[src/inc/afic_regs.svh]
// register offsets, field positions and reset values of the analog front end
`ifndef AFIC_REGS_SVH
`define AFIC_REGS_SVH

// ==========================================================================
// offsets
`define AFIC_ANALOG_CTRL_A_OFF  12'h000
`define AFIC_ANALOG_CTRL_B_OFF  12'h004
`define AFIC_POWER_CTRL_OFF     12'h008
`define AFIC_DAC_CODE_OFF       12'h00c
`define AFIC_STATUS_OFF         12'h010
`define AFIC_PORT_A_OUT_OFF     12'h014
`define AFIC_PORT_B_OUT_OFF     12'h018
`define AFIC_PORT_IN_OFF        12'h01c

// ==========================================================================
// fields of analog_ctrl_a
`define AFIC_REG_EN_BIT         1
`define AFIC_BIAS_ROUTE_BIT     3
`define AFIC_SOURCE_ROUTE_BIT   4
`define AFIC_RAMP_PD_BIT        5
`define AFIC_SW_DAC_ROUTE_BIT   6
// fields of analog_ctrl_b
`define AFIC_CMP_SEL_LSB        0
`define AFIC_CAPTURE_SEL_BIT    3
// fields of power_ctrl
`define AFIC_IDLE_REQ_BIT       0
// fields of status
`define AFIC_IDLE_BIT           0
`define AFIC_CMP_BIT            1
`define AFIC_CLK_PHASE_BIT      2

// ==========================================================================
// reset values
`define AFIC_ANALOG_CTRL_A_RST  8'h00
`define AFIC_ANALOG_CTRL_B_RST  8'h00
`define AFIC_DAC_CODE_RST       8'h00
`define AFIC_PORT_A_RST         3'h7
`define AFIC_PORT_B_RST         8'hff

`endif

[src/inc/afic_pkg.sv]
// types shared by the analog front end and idle control files
package afic_pkg;
	typedef enum logic [1:0] {
		AFIC_RUN  = 2'b01,
		AFIC_IDLE = 2'b10
	} afic_pwr_state_t;

	typedef enum logic [2:0] {
		AFIC_CMP_NONE = 3'h0,
		AFIC_CMP_X    = 3'h1,
		AFIC_CMP_Y    = 3'h2,
		AFIC_CMP_Z    = 3'h4
	} afic_cmp_sel_t;
endpackage

[src/rtl/afic_sync2.sv]
// two-flop synchroniser for asynchronous pin inputs
`timescale 1ns/1ps
`default_nettype none
module afic_sync2 #(
	parameter int WIDTH = 1
) (
	// clock and reset
	input  wire logic             clk_sys,
	input  wire logic             rst_b,
	// data
	input  wire logic [WIDTH-1:0] async_in,
	output logic      [WIDTH-1:0] sync_out
);
	logic [WIDTH-1:0] meta_reg;

	// meta_reg feeds only sync_out
	always_ff @(posedge clk_sys or negedge rst_b) begin
		if (!rst_b) begin
			meta_reg <= '0;
			sync_out <= '0;
		end else begin
			meta_reg <= async_in;
			sync_out <= meta_reg;
		end
	end
endmodule // afic_sync2
`default_nettype wire

[src/rtl/afic_clkdiv.sv]
// divide-by-two enable from the oscillator-rate clock
`timescale 1ns/1ps
`default_nettype none
module afic_clkdiv (
	// clock and reset
	input  wire logic clk_sys,
	input  wire logic rst_b,
	// core rate
	output logic      core_en
);
	// a toggle stage makes core timing independent of input duty cycle
	always_ff @(posedge clk_sys or negedge rst_b) begin
		if (!rst_b) begin
			core_en <= 1'b0;
		end else begin
			core_en <= ~core_en;
		end
	end
endmodule // afic_clkdiv
`default_nettype wire

[src/rtl/afic_top.sv]
// analog front end control, idle mode and port pins behind an apb slave
// Operation
// core clock is oscillator divided by two
// idle stops core, peripherals except dac run
// timers and interrupts keep running in idle
// idle starts after requesting instruction completes
// registers and memory retained during idle
// enabled interrupt ends idle, vectors to handler
// hardware reset ends idle like power-on
// firmware waits for references before conversion
// first port three bits, open-drain third
// second port eight bidirectional bits
// regulator enable bit switches bandgap regulator
// separate bits route regulator to bias, source
// eight-bit code, fixed output always driven
// routing bit adds switched converter output
// three-way select feeds comparator positive input
// comparator can trigger array capture
// pulldown bit enables ramp pulldown
// all analog controls reset to zero
//
// Local design decisions: the APB slave port and the placing of the registers.
`timescale 1ns/1ps
`default_nettype none
`include "afic_regs.svh"
module afic_top
	import afic_pkg::*;
(
	// clock and reset
	input  wire logic        clk_sys,
	input  wire logic        rst_b,
	// apb slave
	input  wire logic        psel,
	input  wire logic        penable,
	input  wire logic        pwrite,
	input  wire logic [11:0] paddr,
	input  wire logic [31:0] pwdata,
	output logic      [31:0] prdata,
	output logic             pready,
	output logic             pslverr,
	// core handshake
	input  wire logic        instr_done,
	input  wire logic        irq_pending,
	output logic             core_en,
	output logic             core_run_en,
	output logic             irq_vector_req,
	output logic             periph_en,
	// analog front end
	input  wire logic        cmp_in_x,
	input  wire logic        cmp_in_y,
	input  wire logic        cmp_in_z,
	input  wire logic        bandgap_ref,
	output logic             regulator_enable,
	output logic             bias_route_enable,
	output logic             source_route_enable,
	output logic             ramp_pulldown_enable,
	output logic             switched_dac_route_enable,
	output logic      [7:0]  dac_code,
	output logic             dac_active,
	output logic      [2:0]  comparator_input_select,
	output logic             capture_trigger,
	// first port
	input  wire logic [2:0]  port_a_in,
	output logic      [2:0]  port_a_out,
	output logic      [2:0]  port_a_oe_b,
	output logic             ext_irq_zero,
	input  wire logic        array_clock_out,
	// second port
	input  wire logic [7:0]  port_b_in,
	output logic      [7:0]  port_b_out,
	output logic      [7:0]  port_b_oe_b,
	output logic             ext_irq_one,
	output logic             timer_zero_ext_clk,
	output logic             timer_one_ext_clk,
	output logic             array_ext_clock_in,
	output logic             serial_rx
);
	// ======================================================================
	// declarations
	logic [7:0]      analog_ctrl_a_reg;
	logic [7:0]      analog_ctrl_b_reg;
	logic [7:0]      dac_code_reg;
	logic [2:0]      port_a_reg;
	logic [7:0]      port_b_reg;
	logic            idle_req_reg;
	afic_pwr_state_t pwr_state_reg;
	afic_pwr_state_t pwr_state_next;
	logic [2:0]      port_a_sync;
	logic [7:0]      port_b_sync;
	logic [3:0]      analog_sync;
	logic            cmp_pos;
	logic            cmp_out;
	logic            wr_en;
	logic            rd_en;
	logic            addr_ok;
	logic [31:0]     rd_data;

	// ======================================================================
	// clock divider and synchronisers
	afic_clkdiv u_clkdiv (
		.clk_sys (clk_sys),
		.rst_b   (rst_b),
		.core_en (core_en)
	);

	afic_sync2 #(.WIDTH(3)) u_sync_a (
		.clk_sys  (clk_sys),
		.rst_b    (rst_b),
		.async_in (port_a_in),
		.sync_out (port_a_sync)
	);

	afic_sync2 #(.WIDTH(8)) u_sync_b (
		.clk_sys  (clk_sys),
		.rst_b    (rst_b),
		.async_in (port_b_in),
		.sync_out (port_b_sync)
	);

	// comparator inputs and reference are asynchronous analog levels
	afic_sync2 #(.WIDTH(4)) u_sync_cmp (
		.clk_sys  (clk_sys),
		.rst_b    (rst_b),
		.async_in ({bandgap_ref, cmp_in_z, cmp_in_y, cmp_in_x}),
		.sync_out (analog_sync)
	);

	// ======================================================================
	// apb decode: zero wait states, unmapped offsets error
	always_comb begin
		case (paddr)
			`AFIC_ANALOG_CTRL_A_OFF,
			`AFIC_ANALOG_CTRL_B_OFF,
			`AFIC_POWER_CTRL_OFF,
			`AFIC_DAC_CODE_OFF,
			`AFIC_STATUS_OFF,
			`AFIC_PORT_A_OUT_OFF,
			`AFIC_PORT_B_OUT_OFF,
			`AFIC_PORT_IN_OFF: addr_ok = 1'b1;
			default:           addr_ok = 1'b0;
		endcase
	end

	assign pready  = 1'b1;
	assign pslverr = psel & penable & ~addr_ok;
	assign wr_en   = psel & penable & pwrite & addr_ok;
	assign rd_en   = psel & ~penable & ~pwrite;

	// ======================================================================
	// analog control registers, held through idle
	always_ff @(posedge clk_sys or negedge rst_b) begin
		if (!rst_b) begin
			analog_ctrl_a_reg <= `AFIC_ANALOG_CTRL_A_RST;
			analog_ctrl_b_reg <= `AFIC_ANALOG_CTRL_B_RST;
			dac_code_reg      <= `AFIC_DAC_CODE_RST;
		end else if (wr_en) begin
			if (paddr == `AFIC_ANALOG_CTRL_A_OFF) begin
				analog_ctrl_a_reg <= pwdata[7:0];
			end
			if (paddr == `AFIC_ANALOG_CTRL_B_OFF) begin
				analog_ctrl_b_reg <= pwdata[7:0];
			end
			if (paddr == `AFIC_DAC_CODE_OFF) begin
				dac_code_reg <= pwdata[7:0];
			end
		end
	end

	// ======================================================================
	// port output latches
	always_ff @(posedge clk_sys or negedge rst_b) begin
		if (!rst_b) begin
			port_a_reg <= `AFIC_PORT_A_RST;
			port_b_reg <= `AFIC_PORT_B_RST;
		end else if (wr_en) begin
			if (paddr == `AFIC_PORT_A_OUT_OFF) begin
				port_a_reg <= pwdata[2:0];
			end
			if (paddr == `AFIC_PORT_B_OUT_OFF) begin
				port_b_reg <= pwdata[7:0];
			end
		end
	end

	// ======================================================================
	// idle request: cleared by hardware on entry; write wins a collision
	always_ff @(posedge clk_sys or negedge rst_b) begin
		if (!rst_b) begin
			idle_req_reg <= 1'b0;
		end else if (wr_en && paddr == `AFIC_POWER_CTRL_OFF) begin
			idle_req_reg <= pwdata[`AFIC_IDLE_REQ_BIT];
		end else if (pwr_state_reg == AFIC_IDLE) begin
			idle_req_reg <= 1'b0;
		end
	end

	// ======================================================================
	// power state machine on the core-rate enable
	always_comb begin
		pwr_state_next = pwr_state_reg;
		case (pwr_state_reg)
			AFIC_RUN: begin
				// wait for the requesting instruction to retire
				if (idle_req_reg && instr_done && !irq_pending) begin
					pwr_state_next = AFIC_IDLE;
				end
			end
			AFIC_IDLE: begin
				if (irq_pending) begin
					pwr_state_next = AFIC_RUN;
				end
			end
			default: pwr_state_next = AFIC_RUN;
		endcase
	end

	// asynchronous reset drops straight back to run
	always_ff @(posedge clk_sys or negedge rst_b) begin
		if (!rst_b) begin
			pwr_state_reg <= AFIC_RUN;
		end else if (core_en) begin
			pwr_state_reg <= pwr_state_next;
		end
	end

	// vector request pulses for one cycle on wake
	always_ff @(posedge clk_sys or negedge rst_b) begin
		if (!rst_b) begin
			irq_vector_req <= 1'b0;
		end else begin
			irq_vector_req <= core_en && pwr_state_reg == AFIC_IDLE
				&& irq_pending;
		end
	end

	assign core_run_en = core_en & (pwr_state_reg == AFIC_RUN);
	assign periph_en   = core_en;
	assign dac_active  = pwr_state_reg == AFIC_RUN;

	// ======================================================================
	// analog outputs
	assign regulator_enable          =
		analog_ctrl_a_reg[`AFIC_REG_EN_BIT];
	assign bias_route_enable         =
		analog_ctrl_a_reg[`AFIC_BIAS_ROUTE_BIT];
	assign source_route_enable       =
		analog_ctrl_a_reg[`AFIC_SOURCE_ROUTE_BIT];
	assign ramp_pulldown_enable      =
		analog_ctrl_a_reg[`AFIC_RAMP_PD_BIT];
	assign switched_dac_route_enable =
		analog_ctrl_a_reg[`AFIC_SW_DAC_ROUTE_BIT];
	assign dac_code                  = dac_code_reg;
	assign comparator_input_select   =
		analog_ctrl_b_reg[`AFIC_CMP_SEL_LSB +: 3];

	// one-hot select; unlisted codes pick nothing, leaving the input low
	always_comb begin
		case (afic_cmp_sel_t'(comparator_input_select))
			AFIC_CMP_X: cmp_pos = analog_sync[0];
			AFIC_CMP_Y: cmp_pos = analog_sync[1];
			AFIC_CMP_Z: cmp_pos = analog_sync[2];
			default:    cmp_pos = 1'b0;
		endcase
	end

	assign cmp_out = cmp_pos & ~analog_sync[3];

	always_ff @(posedge clk_sys or negedge rst_b) begin
		if (!rst_b) begin
			capture_trigger <= 1'b0;
		end else begin
			capture_trigger <= cmp_out
				& analog_ctrl_b_reg[`AFIC_CAPTURE_SEL_BIT];
		end
	end

	// ======================================================================
	// ports: oe_b low drives; pulled-up bits drive high, third bit only low
	// bit 1 carries the array clock out, gated by its latch: software
	// must leave that latch high or the clock never reaches the pin
	assign port_a_out[0]  = port_a_reg[0];
	assign port_a_out[1]  = port_a_reg[1] & array_clock_out;
	assign port_a_out[2]  = port_a_reg[2];
	assign port_a_oe_b[0] = 1'b0;
	assign port_a_oe_b[1] = 1'b0;
	assign port_a_oe_b[2] = port_a_reg[2];
	assign port_b_out     = port_b_reg;
	assign port_b_oe_b    = port_b_reg; // quasi-bidirectional: high floats

	assign ext_irq_zero       = port_a_sync[0];
	assign serial_rx          = port_b_sync[0];
	assign ext_irq_one        = port_b_sync[2];
	assign timer_zero_ext_clk = port_b_sync[3];
	assign timer_one_ext_clk  = port_b_sync[4];
	assign array_ext_clock_in = port_b_sync[5];

	// ======================================================================
	// read data, registered in setup so it stands in the access phase
	always_comb begin
		rd_data = 32'h0000_0000;
		case (paddr)
			`AFIC_ANALOG_CTRL_A_OFF: rd_data[7:0] = analog_ctrl_a_reg;
			`AFIC_ANALOG_CTRL_B_OFF: rd_data[7:0] = analog_ctrl_b_reg;
			`AFIC_POWER_CTRL_OFF:    rd_data[0]   = idle_req_reg;
			`AFIC_DAC_CODE_OFF:      rd_data[7:0] = dac_code_reg;
			`AFIC_STATUS_OFF: begin
				rd_data[`AFIC_IDLE_BIT]      = pwr_state_reg == AFIC_IDLE;
				rd_data[`AFIC_CMP_BIT]       = cmp_out;
				rd_data[`AFIC_CLK_PHASE_BIT] = core_en;
			end
			`AFIC_PORT_A_OUT_OFF:    rd_data[2:0] = port_a_reg;
			`AFIC_PORT_B_OUT_OFF:    rd_data[7:0] = port_b_reg;
			`AFIC_PORT_IN_OFF: begin
				rd_data[2:0]  = port_a_sync;
				rd_data[15:8] = port_b_sync;
			end
			default:                 rd_data = 32'h0000_0000;
		endcase
	end

	always_ff @(posedge clk_sys or negedge rst_b) begin
		if (!rst_b) begin
			prdata <= 32'h0000_0000;
		end else if (rd_en) begin
			prdata <= rd_data;
		end
	end

endmodule // afic_top
`default_nettype wire

[config.mk]
export PLATFORM = sky130hd
export DESIGN_NAME = afic_top
export DESIGN_NICKNAME = d
export VERILOG_FILES = /design/src/inc/afic_pkg.sv /design/src/rtl/afic_sync2.sv /design/src/rtl/afic_clkdiv.sv /design/src/rtl/afic_top.sv
export VERILOG_INCLUDE_DIRS = /design/src /design/src/inc
export SDC_FILE = /design/constraint.sdc
export NUM_CORES = 1
export LEC_CHECK = 0
export ABC_AREA = 0
export BUFFER_PORTS_ARGS = -buffer_cell sky130_fd_sc_hd__buf_2
export CORE_MARGIN = 2
export CORE_UTILIZATION = 49
export DETAILED_ROUTE_END_ITERATION = 10
export GPL_TIMING_DRIVEN = 0
export HOLD_SLACK_MARGIN = 0.08
export PLACE_DENSITY = 0.79
export SLEW_MARGIN = 20
export SYNTH_ARGS = -nofsm -noshare
export SYNTH_HDL_FRONTEND = slang
export SYNTH_HIERARCHICAL = 1
export SYNTH_SLANG_ARGS = --single-unit
[constraint.sdc]
create_clock -name clk_sys -period 3.3 [get_ports clk_sys]
set_clock_uncertainty 0.1 [all_clocks]
set_input_delay 0.33 -clock clk_sys [delete_from_list [all_inputs] [get_ports clk_sys]]
set_output_delay 0.33 -clock clk_sys [all_outputs]
set_load 0.03 [all_outputs]
==> flow_summary.yaml <==
hold_path:
  min_path_type: "primary input to flip-flop"
  whs_path_depth: 2
  min_delay_worst_endpoint: "irq_vector_req"
  min-delay-start: "irq_pending"
worst_setup_path:
  r2r_end: "prdata[1]"
  crit_type: "primary input to flip-flop"
  reg2reg_slack_ns: 1.53
  required_ns: 3.44
  reg2regPathDepth: 5
  endpoint_kind: "flip-flop"
  critical_path.max_fanout: 8
  r2r-start: "port_b_oe_b[1]"
  critPathLaunchType: "primary input"
  crit_arrival_ns: 2.12
final_layout:
  ff_latch_area_sq_um: 2190
  synthToLayoutAreaGrowth_pct: 30.0
  largest_reg_flops: 16
  multi_input_comb_area_sq_um: 1260
  diodes: 0
  final_cell_mix: "buf_2 (106), dfrtp_1 (75), buf_4 (35), mux2_2 (29), conb_1 (19)"
  final_common_cell: "buf_2"
  fin_nets: 500
  drive_gt1_share_pct: 50.5
  top_register: "prdata"
  fillers: 581
sta:
  setup_viol: 0
  fmax_mhz: 505
  rsz0062_at_grt: "false"
  slew_viol_final: 0
  worst_pin_slew_ns: 0.606
  min_period_over_period_pct: 60.0
  hold_viol: 0
  min_period_ns: 1.98
  setup-tns-final_ns: 0
  maxSlewHeadroom_pct: 59.6
  hold_slack_ns: 0.162
  setup_ws_ns: 1.32
pwr:
  leakage_nw: 2.55
  ir_drop_uv: 267
  power_density_nw_per_um2: 443
  fin_total_pwr_mw: 2.15
floorplanning:
  core_area_sq_um: 7330
  row_count: 31
  pin_count: 151
  dieArea_sq_um: 8340
  die_w_um: 91.4
  die_y_um: 91.4
  initial_utilization_pct: 51.0
clocking:
  cts.clk_slew.worst_paths_ns: 0.08
  clk_latency_ns: 0.35
  cts_buffers: 9
  cts_tree: "built"
  cts_setup_buffers: 0
  cts-root-buf: "clkbuf_8"
  cts-htree-levels: 3
  cts_buffer_depth: 2
  clock_sinks: 87
global_routing:
  grt_pass1_wl_um: 13600
  gr-total-overflow: 0
  first_global_vias: 2707
  grt_max_degree: 47
  grt_usage_pct: 21.0
  antenna_found_initial: 0
synthesis:
  synth_top_area_share_pct: 50.2
  synth_top_area_cell: "dfrtp_1"
  synthArstFlopShare_pct: 100
  synth_warnings: 6
  avgSynthCellArea_sq_um: 13.3
  syn_area_sq_um: 3740
  synth_cells: 282
  synth-edff-count: 0
  ys_seq_area_share_pct: 58.6
  synth_flop_cell: "dfrtp_1"
  synth_cell_type_count: 46
  ys_top_cells_by_area: "dfrtp_1 (50%), mux2_2 (8.7%), dfstp_2 (8.4%), buf_4 (6.8%), mux2_4 (3.2%)"
  ys_ff_latch: 87
route:
  wl_um: 8520
  via_per_inst: 4.96
  wl_per_cell_um: 15.9
  ant_nets: 0
  vias: 2661
  first_pass_iters: 4
  drc: 0
  detail_route.iter0.violations: 128
placed_design:
  place_ws_ns: 0.961
  port_buffers: 106
  gp_congestion: 0.801
  dp_hpwl_um: 6030
outcome:
  status: "complete, no violations"
flow_run:
  drv_cap: 0
[power by group]
part / internal [mW] / switching [mW]
registers: 1.10 / 0.0171
clock network: 0.431 / 0.383
logic: 0.0891 / 0.136
[area by class of cell]
class / instances / area share [%]
flip-flops and latches: 87 / 45.1
multi-input cells: 165 / 25.9
repair buffers: 123 / 14.7
plain buffers: 45 / 7.08
clock buffers: 10 / 2.63
well taps: 99 / 2.55
clock inverters: 6 / 1.91
inverters: 2 / 0.154
[routing by layer]
layer | up-vias | GRT usage (%) | share of wire (%)
met5 | - | 0 | 0
met4 | 0 | 7.20 | 1.0
met3 | 11 | 4.73 | 5.5
met2 | 96 | 34.7 | 50
met1 | 1312 | 27.3 | 44
li1 | 1242 | - | -
[per-stage QoR]
stage,utilization [%],instance area [sq um],std cells
final,66.3,4860,537
after global routing,66.3,4860,537
after CTS,66.3,4860,537
after detailed placement,61.1,4480,505
after global placement,60.8,4460,504
after floorplan,-,3800,299
[cell usage after synthesis, types with 2 or more instances]
cell / number
conb_1: 2
mux2_4: 8
mux2_2: 29
nor3_1: 5
a21oi_1: 3
inv_1: 2
buf_4: 34
dfstp_2: 12
o21ai_0: 9
o2bb2ai_1: 4
nand2_1: 15
and3_1: 3
mux2i_1: 9
dfrtp_1: 75
nor3b_1: 2
buf_6: 4
nand3_1: 2
nand2_2: 2
and2_1: 2
nor2_1: 9
nor2b_1: 4
clkbuf_1: 4
nand2b_1: 4
a22o_1: 10
a211oi_1: 2
a22oi_1: 6
and4_1: 2
[critical path, stage by stage]
cell      delay [ns]
buf_2           0.12
nor3_1          0.30
and4_2          0.26
clkbuf_1        0.27
and4_1          0.22
buf_2           0.24
mux2_2          0.37
[worst max path at each step]
stage	to	startpoint	slack, ns
floorplan	dac_code[0]	paddr[9]	1.29
global placement	analog_ctrl_a_reg[0]	paddr[4]	0.92
detailed placement	analog_ctrl_a_reg[4]	paddr[4]	0.96
CTS	analog_ctrl_a_reg[1]	paddr[4]	1.34
global route	analog_ctrl_a_reg[2]	paddr[4]	1.26
finish	analog_ctrl_a_reg[1]	paddr[4]	1.32
[timing repair]
item                                   4_1_cts  5_1_grt
hold buffers                                16        0
gates resized for setup                      0        0
endpoints found under the hold margin       54        0
[logic make-up after synthesis]
logic type | count (synthesis) | synth area share (%)
AO/OA/AOI/OAI | 40 | 7.73
buffers and inverters | 47 | 9.40
flip-flops | 87 | 58.6
multiplexers | 47 | 15.0
other | 2 | 0.201
AND/OR/NAND/NOR | 59 | 9.07
Note: power is estimated with default switching activity, not from simulation.
